## config.mk

```make
export PLATFORM = sky130hd
export DESIGN_NAME = bmswc_top
export DESIGN_NICKNAME = d
export VERILOG_FILES = /design/src/pkg/bmswc_pkg.sv /design/src/pkg/bmswc_ctl_if.sv /design/src/hdl/bmswc_delay.sv /design/src/hdl/bmswc_top.sv /design/src/hdl/bmswc_wake.sv
export VERILOG_INCLUDE_DIRS = /design/src /design/src/pkg
export SDC_FILE = /design/constraint.sdc
export NUM_CORES = 1
export LEC_CHECK = 0
export ABC_AREA = 1
export BUFFER_PORTS_ARGS = -buffer_cell sky130_fd_sc_hd__buf_2
export CELL_PAD_IN_SITES_DETAIL_PLACEMENT = 0
export CELL_PAD_IN_SITES_GLOBAL_PLACEMENT = 2
export CORE_UTILIZATION = 30
export CTS_BUF_LIST = sky130_fd_sc_hd__clkbuf_8
export DETAILED_ROUTE_END_ITERATION = 16
export MAX_ROUTING_LAYER = met4
export PLACE_DENSITY = 0.95
export RECOVER_POWER = 100
export SYNTH_ARGS = -nofsm -noshare
export SYNTH_HDL_FRONTEND = slang
export SYNTH_SLANG_ARGS = --single-unit
```

## constraint.sdc

```tcl
create_clock -name sys_clk -period 6.2 [get_ports sys_clk]
set_input_delay 0 -clock sys_clk [delete_from_list [all_inputs] [get_ports sys_clk]]
set_output_delay 0 -clock sys_clk [all_outputs]
set_load 0.03 [all_outputs]
```

## src/pkg/bmswc_consts.svh

```systemverilog
// What this block does
// Boot mode is taken from the two strap pins when reset is released.
// Strap 00 host port, 01 fast serial, 10 SPI slave, 11 standalone EEPROM.
// Internal boot procedure runs at most 3 ms after a reset event.
// Strap pins sampled only during boot, then released to the application.
// Non-standalone straps select coprocessor mode with only the matching interface.
// Code loading starts only after reset plus the 3 ms boot interval.
// Standalone boot drives the strap pins as EEPROM clock and data.
// Standalone boot assigns pins 28 and 27 to the debug UART.
// Standalone boot: pin 29 role id, high peripheral, low host.
// Standalone boot: other three ports peripheral, other pins stay inputs.
// Writing one to power control bit 1 enters sleep.
// Asleep: pin configuration kept, memory address outputs driven low.
// Asleep: crystal drive, PLL, booster and USB transceivers off.
// Asleep: processor suspended until an enabled wakeup event.
// Each wakeup source wakes only if enabled; edges, levels, reads.
// Code resumes within 200 us of wakeup, PLL settle time.
// Processor clock rate reducible without changing peripheral timing.
// Clock select pin sampled after reset; high means 12 MHz reference.
// Supply booster disabled whenever powered down.
// A waking host read returns discarded dummy data.
// Host port interrupt asserts on a USB resume.
//
// Purpose: controller constants
// Assumes: 20 MHz clock
// Notes:   definitions only
`ifndef BMSWC_CONSTS_SVH
`define BMSWC_CONSTS_SVH

`define BMSWC_CLK_MHZ        20
`define BMSWC_BOOT_US        3000
`define BMSWC_BOOT_CYCLES    (`BMSWC_BOOT_US * `BMSWC_CLK_MHZ)
`define BMSWC_WAKE_US        200
`define BMSWC_WAKE_CYCLES    (`BMSWC_WAKE_US * `BMSWC_CLK_MHZ)
`define BMSWC_TMR_W          17

`define BMSWC_MODE_HPI       2'h0
`define BMSWC_MODE_HSS       2'h1
`define BMSWC_MODE_SPI       2'h2
`define BMSWC_MODE_ALONE     2'h3

`define BMSWC_PWR_SLEEP_BIT  1
`define BMSWC_GPIO_SCL       30
`define BMSWC_GPIO_SDA       31
`define BMSWC_GPIO_ROLE      29
`define BMSWC_GPIO_UART_TX   28
`define BMSWC_GPIO_UART_RX   27
`define BMSWC_GPIO_OE_RST    32'h0000_0000

`define BMSWC_WK_RESUME      0
`define BMSWC_WK_VBUS        1
`define BMSWC_WK_ROLE        2
`define BMSWC_WK_HPI         3
`define BMSWC_WK_HSS         4
`define BMSWC_WK_SPI         5
`define BMSWC_WK_EXTERNAL_INTERRUPT_ONE        6
`define BMSWC_WK_EXTERNAL_INTERRUPT_ZERO        7
`define BMSWC_WK_N           8

`define BMSWC_DUMMY_DATA     16'h0000
`define BMSWC_SPEED_RST      4'h0

`endif

```

## src/pkg/bmswc_pkg.sv

```systemverilog
// Purpose: controller types
// Assumes: nothing
// Notes:   state codes left to the tool
package bmswc_pkg;
    typedef enum logic [2:0] {
        BMSWC_ST_CAPTURE,
        BMSWC_ST_BOOT,
        BMSWC_ST_RUN,
        BMSWC_ST_SLEEP,
        BMSWC_ST_WAKE
    } bmswc_state_e;
endpackage
```

## src/pkg/bmswc_ctl_if.sv

```systemverilog
// Purpose: controller to timer and wake carrier
// Assumes: one clock domain
// Notes:   tmr_start loads the counter
`timescale 1ns/1ns
`default_nettype none
`include "bmswc_consts.svh"
interface bmswc_ctl_if;
    logic                    tmr_start;
    logic [`BMSWC_TMR_W-1:0] tmr_cycles;
    logic                    tmr_done;
    logic                    armed;
    logic [`BMSWC_WK_N-1:0]  wake_en;
    logic                    wake_hit;
    logic                    read_wake;
    modport ctl (output tmr_start, tmr_cycles, armed, wake_en,
                 input tmr_done, wake_hit, read_wake);
    modport tmr (input tmr_start, tmr_cycles, output tmr_done);
    modport wak (input armed, wake_en, output wake_hit, read_wake);
endinterface
`default_nettype wire

```

## src/hdl/bmswc_delay.sv

```systemverilog
// Purpose: boot and PLL settle delay
// Assumes: tmr_start is a one-cycle pulse
// Notes:   tmr_done holds until the next start
`timescale 1ns/1ns
`default_nettype none
`include "bmswc_consts.svh"
module bmswc_delay (
    // clock and reset
    input  wire logic sys_clk,
    input  wire logic rst_b,
    // control
    bmswc_ctl_if.tmr  c
);
    logic [`BMSWC_TMR_W-1:0] remain;
    logic                    done;

    always_ff @(posedge sys_clk or negedge rst_b) begin
        if (!rst_b) begin
            remain <= '0;
            done   <= 1'b0;
        end else if (c.tmr_start) begin
            remain <= c.tmr_cycles - `BMSWC_TMR_W'(1);
            done   <= 1'b0;
        end else if (remain != '0) begin
            remain <= remain - `BMSWC_TMR_W'(1);
        end else begin
            done <= 1'b1;
        end
    end

    assign c.tmr_done = done & ~c.tmr_start;
endmodule
`default_nettype wire

```

## src/hdl/bmswc_top.sv

```systemverilog
// Purpose: boot, pin setup, sleep and wake sequencing
// Assumes: 20 MHz clock, synchronous inputs
// Notes:   software-facing controls are plain ports, no register bus
`timescale 1ns/1ns
`default_nettype none
`include "bmswc_consts.svh"
module bmswc_top #(
    parameter int unsigned      MEM_AW      = 19,
    parameter logic [16:0]      BOOT_CYCLES = 17'(`BMSWC_BOOT_CYCLES)
) (
    // clock and reset
    input  wire logic              sys_clk,
    input  wire logic              rst_b,
    // straps
    input  wire logic [1:0]        boot_strap_pins,
    input  wire logic              clock_source_select_pin,
    // boot status
    output logic [1:0]             boot_mode,
    output logic                   boot_busy,
    output logic                   load_allowed,
    output logic                   coproc_mode,
    output logic                   standalone_mode,
    output logic                   ref_12mhz_ok,
    // communication interface enables
    output logic                   hpi_en,
    output logic                   hss_en,
    output logic                   spi_en,
    output logic                   eeprom_en,
    // pin configuration
    input  wire logic              gpio_cfg_wr,
    input  wire logic [31:0]       gpio_cfg_oe,
    output logic [31:0]            gpio_oe,
    output logic                   strap_pins_released,
    output logic                   dbg_uart_en,
    // eeprom lines onto the strap pins
    input  wire logic              eeprom_scl,
    input  wire logic              eeprom_sda,
    input  wire logic [1:0]        app_strap_out,
    output logic [1:0]             strap_pin_out,
    // usb port roles
    input  wire logic              role_id_input,
    output logic                   first_dual_role_port_host,
    output logic [2:0]             other_ports_host,
    // power control and wake enables
    input  wire logic              pwr_ctrl_wr,
    input  wire logic [15:0]       pwr_ctrl_wdata,
    input  wire logic [7:0]        wake_enable,
    input  wire logic [3:0]        cpu_speed,
    // wake sources
    input  wire logic              usb_resume,
    input  wire logic              bus_power_level,
    input  wire logic              external_interrupt_zero,
    input  wire logic              external_interrupt_one,
    input  wire logic              hpi_read,
    input  wire logic              hss_read,
    input  wire logic              spi_read,
    // host read data
    input  wire logic [15:0]       host_rd_data_in,
    output logic [15:0]            host_rd_data,
    output logic                   host_rd_dummy,
    // host interrupt
    input  wire logic              host_port_interrupt_line_ack,
    output logic                   host_port_interrupt_line,
    // power domain controls
    output logic                   asleep,
    output logic                   cpu_run,
    output logic                   cpu_clk_en,
    output logic                   periph_clk_en,
    output logic                   crystal_drive_output_en,
    output logic                   pll_en,
    output logic                   booster_en,
    output logic                   usb_xcvr_en,
    // external memory address
    input  wire logic [MEM_AW-1:0] cpu_mem_addr,
    output logic [MEM_AW-1:0]      mem_addr
);
    bmswc_ctl_if ctl ();

    bmswc_pkg::bmswc_state_e state;
    bmswc_pkg::bmswc_state_e next_state;
    logic [1:0]              mode;
    logic                    alone;
    logic                    booted;
    logic [3:0]              div_cnt;
    logic                    sleep_req;
    logic                    wake_pend;
    logic                    stay_on;

    // ----
    // helpers
    // ----
    function automatic logic is_alone(input logic [1:0] m);
        return m == `BMSWC_MODE_ALONE;
    endfunction

    // ----
    // submodules
    // ----
    bmswc_delay u_delay (
        .sys_clk (sys_clk),
        .rst_b   (rst_b),
        .c       (ctl)
    );

    bmswc_wake u_wake (
        .sys_clk                 (sys_clk),
        .rst_b                   (rst_b),
        .usb_resume              (usb_resume),
        .bus_power_level         (bus_power_level),
        .role_id_input           (role_id_input),
        .external_interrupt_zero (external_interrupt_zero),
        .external_interrupt_one  (external_interrupt_one),
        .hpi_read                (hpi_read),
        .hss_read                (hss_read),
        .spi_read                (spi_read),
        .c                       (ctl)
    );

    // ----
    // sequencer
    // ----
    assign sleep_req = pwr_ctrl_wr & pwr_ctrl_wdata[`BMSWC_PWR_SLEEP_BIT];

    always_comb begin
        next_state = state;
        case (state)
            bmswc_pkg::BMSWC_ST_CAPTURE: begin
                next_state = bmswc_pkg::BMSWC_ST_BOOT;
            end
            bmswc_pkg::BMSWC_ST_BOOT: begin
                if (ctl.tmr_done) begin
                    next_state = bmswc_pkg::BMSWC_ST_RUN;
                end
            end
            bmswc_pkg::BMSWC_ST_RUN: begin
                if (sleep_req) begin
                    next_state = bmswc_pkg::BMSWC_ST_SLEEP;
                end
            end
            bmswc_pkg::BMSWC_ST_SLEEP: begin
                if (ctl.wake_hit) begin
                    next_state = bmswc_pkg::BMSWC_ST_WAKE;
                end
            end
            bmswc_pkg::BMSWC_ST_WAKE: begin
                if (ctl.tmr_done) begin
                    next_state = bmswc_pkg::BMSWC_ST_RUN;
                end
            end
            default: begin
                next_state = bmswc_pkg::BMSWC_ST_CAPTURE;
            end
        endcase
    end

    always_ff @(posedge sys_clk or negedge rst_b) begin
        if (!rst_b) begin
            state <= bmswc_pkg::BMSWC_ST_CAPTURE;
        end else begin
            state <= next_state;
        end
    end

    // loads on boot and wake entry
    assign ctl.tmr_start  = (state == bmswc_pkg::BMSWC_ST_CAPTURE)
                          | (state == bmswc_pkg::BMSWC_ST_SLEEP && ctl.wake_hit);
    assign ctl.tmr_cycles = (state == bmswc_pkg::BMSWC_ST_CAPTURE) ? BOOT_CYCLES
                          : 17'(`BMSWC_WAKE_CYCLES);
    assign ctl.armed      = (state == bmswc_pkg::BMSWC_ST_SLEEP);
    assign ctl.wake_en    = wake_enable;

    // ----
    // strap capture
    // ----
    // taken once after release; reset only clears
    always_ff @(posedge sys_clk or negedge rst_b) begin
        if (!rst_b) begin
            mode         <= `BMSWC_MODE_HPI;
            ref_12mhz_ok <= 1'b0;
        end else if (state == bmswc_pkg::BMSWC_ST_CAPTURE) begin
            mode         <= boot_strap_pins;
            ref_12mhz_ok <= clock_source_select_pin;
        end
    end

    assign alone = is_alone(mode);

    always_ff @(posedge sys_clk or negedge rst_b) begin
        if (!rst_b) begin
            booted <= 1'b0;
        end else if (state == bmswc_pkg::BMSWC_ST_BOOT && ctl.tmr_done) begin
            booted <= 1'b1;
        end
    end

    // ----
    // boot status and interface enables
    // ----
    always_ff @(posedge sys_clk or negedge rst_b) begin
        if (!rst_b) begin
            boot_mode       <= `BMSWC_MODE_HPI;
            coproc_mode     <= 1'b0;
            standalone_mode <= 1'b0;
            hpi_en          <= 1'b0;
            hss_en          <= 1'b0;
            spi_en          <= 1'b0;
            eeprom_en       <= 1'b0;
        end else begin
            boot_mode       <= mode;
            coproc_mode     <= booted & ~alone;
            standalone_mode <= booted & alone;
            hpi_en          <= booted & (mode == `BMSWC_MODE_HPI);
            hss_en          <= booted & (mode == `BMSWC_MODE_HSS);
            spi_en          <= booted & (mode == `BMSWC_MODE_SPI);
            eeprom_en       <= booted & alone;
        end
    end

    assign boot_busy    = ~booted;
    assign load_allowed = booted;

    // ----
    // pin configuration
    // ----
    // writes are dropped while asleep since the cpu that issues them is halted
    always_ff @(posedge sys_clk or negedge rst_b) begin
        if (!rst_b) begin
            gpio_oe <= `BMSWC_GPIO_OE_RST;
        end else if (state == bmswc_pkg::BMSWC_ST_BOOT && ctl.tmr_done && alone) begin
            gpio_oe                      <= `BMSWC_GPIO_OE_RST;
            gpio_oe[`BMSWC_GPIO_SCL]     <= 1'b1;
            gpio_oe[`BMSWC_GPIO_SDA]     <= 1'b1;
            gpio_oe[`BMSWC_GPIO_UART_TX] <= 1'b1;
        end else if (gpio_cfg_wr && booted && !asleep) begin
            gpio_oe <= gpio_cfg_oe;
        end
    end

    assign strap_pins_released = booted;
    assign dbg_uart_en         = booted & alone;

    always_ff @(posedge sys_clk or negedge rst_b) begin
        if (!rst_b) begin
            strap_pin_out <= 2'h0;
        end else if (booted && alone) begin
            strap_pin_out <= {eeprom_sda, eeprom_scl};
        end else begin
            strap_pin_out <= app_strap_out;
        end
    end

    // ----
    // usb port roles
    // ----
    always_ff @(posedge sys_clk or negedge rst_b) begin
        if (!rst_b) begin
            first_dual_role_port_host <= 1'b0;
            other_ports_host          <= 3'h0;
        end else begin
            first_dual_role_port_host <= booted & alone & ~role_id_input;
            other_ports_host          <= 3'h0;
        end
    end

    // ----
    // power domain controls
    // ----
    assign asleep = (state == bmswc_pkg::BMSWC_ST_SLEEP);
    assign stay_on = (next_state != bmswc_pkg::BMSWC_ST_SLEEP);

    always_ff @(posedge sys_clk or negedge rst_b) begin
        if (!rst_b) begin
            crystal_drive_output_en <= 1'b1;
            pll_en                  <= 1'b1;
            booster_en              <= 1'b1;
            usb_xcvr_en             <= 1'b1;
        end else begin
            crystal_drive_output_en <= stay_on;
            pll_en                  <= stay_on;
            booster_en              <= stay_on;
            usb_xcvr_en             <= stay_on;
        end
    end

    always_ff @(posedge sys_clk or negedge rst_b) begin
        if (!rst_b) begin
            cpu_run <= 1'b0;
        end else begin
            cpu_run <= (next_state == bmswc_pkg::BMSWC_ST_RUN);
        end
    end

    always_ff @(posedge sys_clk or negedge rst_b) begin
        if (!rst_b) begin
            mem_addr <= '0;
        end else if (!stay_on) begin
            mem_addr <= '0;
        end else begin
            mem_addr <= cpu_mem_addr;
        end
    end

    // ----
    // cpu clock divider
    // ----
    // only the cpu enable is divided; peripherals keep the full rate
    always_ff @(posedge sys_clk or negedge rst_b) begin
        if (!rst_b) begin
            div_cnt <= `BMSWC_SPEED_RST;
        end else if (!cpu_run || div_cnt >= cpu_speed) begin
            div_cnt <= `BMSWC_SPEED_RST;
        end else begin
            div_cnt <= div_cnt + 4'h1;
        end
    end

    assign cpu_clk_en    = cpu_run & (div_cnt >= cpu_speed);
    assign periph_clk_en = 1'b1;

    // ----
    // waking host read
    // ----
    always_ff @(posedge sys_clk or negedge rst_b) begin
        if (!rst_b) begin
            host_rd_data  <= `BMSWC_DUMMY_DATA;
            host_rd_dummy <= 1'b0;
        end else if (ctl.read_wake) begin
            host_rd_data  <= `BMSWC_DUMMY_DATA;
            host_rd_dummy <= 1'b1;
        end else begin
            host_rd_data  <= host_rd_data_in;
            host_rd_dummy <= 1'b0;
        end
    end

    // ----
    // host port interrupt
    // ----
    // a resume in the ack cycle keeps the line set
    always_ff @(posedge sys_clk or negedge rst_b) begin
        if (!rst_b) begin
            wake_pend <= 1'b0;
        end else if (usb_resume) begin
            wake_pend <= 1'b1;
        end else if (host_port_interrupt_line_ack) begin
            wake_pend <= 1'b0;
        end
    end

    assign host_port_interrupt_line = wake_pend;
endmodule
`default_nettype wire

```

## src/hdl/bmswc_wake.sv

```systemverilog
// Purpose: wakeup event detector
// Assumes: inputs synchronous to sys_clk
// Notes:   edges are tracked even while not armed so no stale edge fires
`timescale 1ns/1ns
`default_nettype none
`include "bmswc_consts.svh"
module bmswc_wake (
    // clock and reset
    input  wire logic sys_clk,
    input  wire logic rst_b,
    // sources
    input  wire logic usb_resume,
    input  wire logic bus_power_level,
    input  wire logic role_id_input,
    input  wire logic external_interrupt_zero,
    input  wire logic external_interrupt_one,
    input  wire logic hpi_read,
    input  wire logic hss_read,
    input  wire logic spi_read,
    // control
    bmswc_ctl_if.wak  c
);
    logic [2:0]             prev;
    logic [`BMSWC_WK_N-1:0] ev;
    logic [2:0]             cur;

    assign cur = {role_id_input, external_interrupt_one, external_interrupt_zero};

    always_ff @(posedge sys_clk or negedge rst_b) begin
        if (!rst_b) begin
            prev <= 3'h0;
        end else begin
            prev <= cur;
        end
    end

    always_comb begin
        ev                      = '0;
        ev[`BMSWC_WK_RESUME]    = usb_resume;
        ev[`BMSWC_WK_VBUS]      = bus_power_level;
        ev[`BMSWC_WK_ROLE]      = cur[2] ^ prev[2];
        ev[`BMSWC_WK_EXTERNAL_INTERRUPT_ONE]      = cur[1] ^ prev[1];
        ev[`BMSWC_WK_EXTERNAL_INTERRUPT_ZERO]      = cur[0] ^ prev[0];
        ev[`BMSWC_WK_HPI]       = hpi_read;
        ev[`BMSWC_WK_HSS]       = hss_read;
        ev[`BMSWC_WK_SPI]       = spi_read;
    end

    assign c.wake_hit  = c.armed & |(ev & c.wake_en);
    assign c.read_wake = c.armed & |(ev[`BMSWC_WK_SPI:`BMSWC_WK_HPI]
                                     & c.wake_en[`BMSWC_WK_SPI:`BMSWC_WK_HPI]);
endmodule
`default_nettype wire

```

==> flow_summary.yaml <==
pwr:
  intPower_uw: 1330
  total_leakage_power_uw: 0.00377
  comb_power_share: 0.138
  ir_drop_uv: 181
  power_density_nw_per_um2: 250
  p_sw_uw: 465
  total_power_uw: 1800
  clock_power_share: 0.422
  seq_power_share: 0.440
  swShare: 0.259
synthesis:
  syn_area_um2: 5100
  seq_area_frac_synth: 0.555
  ys.warnings.count: 0
  synth.distinct_cells: 43
  netlist_instances: 567
  synth-main-ff-cell: "dfrtp_1"
  async_flop_share: 1.00
  syn_area_per_cell_um2: 8.99
  synth-edff-count: 0
  synth-seq-cells: 113
layout:
  fin_nets: 958
  fill_cells: 1661
  syn_to_final_growth_pct: 41.0
  regArea_um2: 2830
  layout-drive-gt1-share: 0.165
  antennaDiodeCount: 0
  postLayoutCoreUtil: 0.434
  multiInputGateArea_um2: 1640
detailed_routing:
  postRouteAntennaNets: 0
  drt_first_pass_iters: 4
  drtIter0Drc: 211
  vias: 4542
  wl_um: 13600
  drc: 0
  post_drt_via_cell_ratio: 4.25
  wire_per_inst_um: 12.7
critical_path:
  rr_worst_depth: 13
  cpPeakStageDelay_ps: 2140
  slowest_stage: "clkbuf_1"
  required_ps: 6490
  r2r_slack_ps: 2630
  crit_chain: "dlygate4sd3_1 -> clkbuf_1 -> clkbuf_2"
  endpoint_kind: "asynchronous set/reset pin"
  crit_type: "input port to asynchronous set/reset pin"
  crit_fanout: 58
  cp.depth: 3
  cp-start-kind: "input port"
  crit_arrival_ps: 4050
  critPathTopFamily: "buffers and inverters"
  cp_num_buf_inv: 3
run_status:
  violations: "capacitance limit, slew limit"
  run_status: "finished, violations left"
timing:
  tightest_slew_ps: 3050
  finalSetupViolCount: 0
  whs_ps: 146
  fin_crit_sh: 0.606
  fin_worst_skew_ps: 12.0
  slew_headroom: -1.04
  finalHoldViolations: 0
  fin_setup_tns_ps: 0
  max_freq_ghz: 0.266
  final_max_slew_viol_count: 57
  rsz0062_at_grt: "false"
  period_minus_slack_ps: 3760
grt:
  grt_pass1_vias: 4746
  grt.total_usage: 0.169
  grt_max_degree: 63
  grt_pass1_wl_um: 22700
  antenna_found_initial: 0
  grt-ovfl-total: 0
cts:
  cts-root-buf: "clkbuf_8"
  clock_latency_ps: 440
  cts_resized: 0
  cts_buffers: 17
  ctsHtreeMaxLevel: 4
  cts_sinks: 113
  ctsHoldBuffers: 82
  clockBufferDepth: 2
  clk_pin_slew_worst_paths_ps: 60
  post_cts_buffers: 0
  cts_tree: "built"
min_path:
  holdPathStages: 5
  hold_class: "input port to flop"
placed_design:
  io_buffers: 191
  gp_congestion: 0.782
  dp.final_hpwl_um: 8800
die:
  die_area_um2: 17500
  die_h_um: 132
  core_um2: 16600
  ios: 211
  initial_core_util: 0.307
  dieWidth_um: 132
  row_count: 47
run:
  drv_cap: 1
-- per-stage QoR --
stage	setup WS (ps)	instances	cell area [µm²]
after floorplan	4090	569	5110
after global placement	3180	956	6160
after detailed placement	3240	956	6160
after CTS	3220	1068	7410
after global routing	1560	1068	7190
final	2440	1068	7190
-- path summary, 6_finish.rpt --
kind / end / startpoint
max: mem_addr[4]$_DFF_PN0_ / rst_b
min: div_cnt[3]$_DFF_PN0_ / cpu_speed[0]
max reg2reg: u_delay.remain[10]$_DFFE_PN0P_ / state[2]$_DFF_PN0_
min reg2reg: ref_12mhz_ok$_DFFE_PN0P_ / ref_12mhz_ok$_DFFE_PN0P_
max in group sys_clk: u_delay.remain[10]$_DFFE_PN0P_ / state[2]$_DFF_PN0_
min in group asynchronous: strap_pin_out[1]$_DFF_PN0_ / rst_b
-- cell families (layout without fill, tap and decap cells) --
family	count (synthesis)	in the layout	share of synthesized area
buffers and inverters	117	396	0.106
adder cells (fa/ha/maj)	6	6	0.0147
AND/OR/NAND/NOR	301	301	0.284
other	2	4	0.00147
XOR/XNOR	8	8	0.0137
AO/OA/AOI/OAI	20	20	0.0255
flip-flops	113	113	0.555
-- cell usage after synthesis, drive strengths merged, types with 2 or more instances --
cell,number,area (µm²)
o21ai,9,45.0
dfrtp,112,2800
nand2,115,468
conb,2,7.51
buf,23,185
o21bai,2,26.3
a21oi,3,15.0
xnor2,5,43.8
nand3,84,475
ha,6,75.1
xor2,3,26.3
nand4,12,90.1
nor2,81,359
or2,2,12.5
inv,90,340
nor3,4,20.0
o211ai,3,22.5
clkbuf,3,11.3
-- state kept, by name (all words and copies together) (netlist names), 2 cells and up --
name            flops
div_cnt             4
gpio_oe            32
host_rd_data       16
mem_addr           19
state               3
u_delay.remain     17
u_wake.prev         3
strap_pin_out       2
mode                2
boot_mode           2
-- routing by layer --
metal / vias up / track usage / wire, µm
li1: 2297 / - / -
met1: 2081 / 0.195 / 6040
met2: 149 / 0.282 / 6570
met3: 15 / 0.0477 / 772
met4: 0 / 0.0587 / 203
met5: - / - / 0
-- worst register-to-register path, stage by stage, from the launching register on --
cell and delay (ps):
dfrtp_1 420, nor2_1 230, nand2_1 430, inv_1 390, nor2_1 270, nand2_1 170
ha_1 150, inv_1 60, nor4_1 260, nand3_1 160, nor2_1 520, nand2_1 130
xor2_1 160, nor2_1 60
-- power by group through the flow --
stage               Sequential (µW)  Clock (µW)  Combinational, µW
finish                          790         757                248
global route                    793         814                270
CTS                             789         782                261
detailed placement              802           0                220
global placement                801           0                219
floorplan                       873           0               58.4
-- cells in the final DEF, fill, tap and decap left out, drive strengths merged, types with 2 or more instances in the layout --
cell	n
a21oi	3
buf	96
bufinv	3
clkbuf	121
clkinv	2
conb	4
dfrtp	112
dlygate4sd3	82
ha	6
inv	92
nand2	115
nand3	84
nand4	12
nor2	81
nor3	4
o211ai	3
o21ai	9
o21bai	2
or2	2
xnor2	5
xor2	3
-- final cells by class --
| class | instances | share of cell area |
|---|---|---|
| sequential | 113 | 0.393 |
| timing repair buffer | 275 | 0.232 |
| tap | 220 | 0.0383 |
| multi-input combinational | 339 | 0.228 |
| inverter | 91 | 0.0479 |
| clock inverter | 6 | 0.0143 |
| clock buffer | 24 | 0.0459 |
No activity file was read; power rests on OpenSTA's default activity.
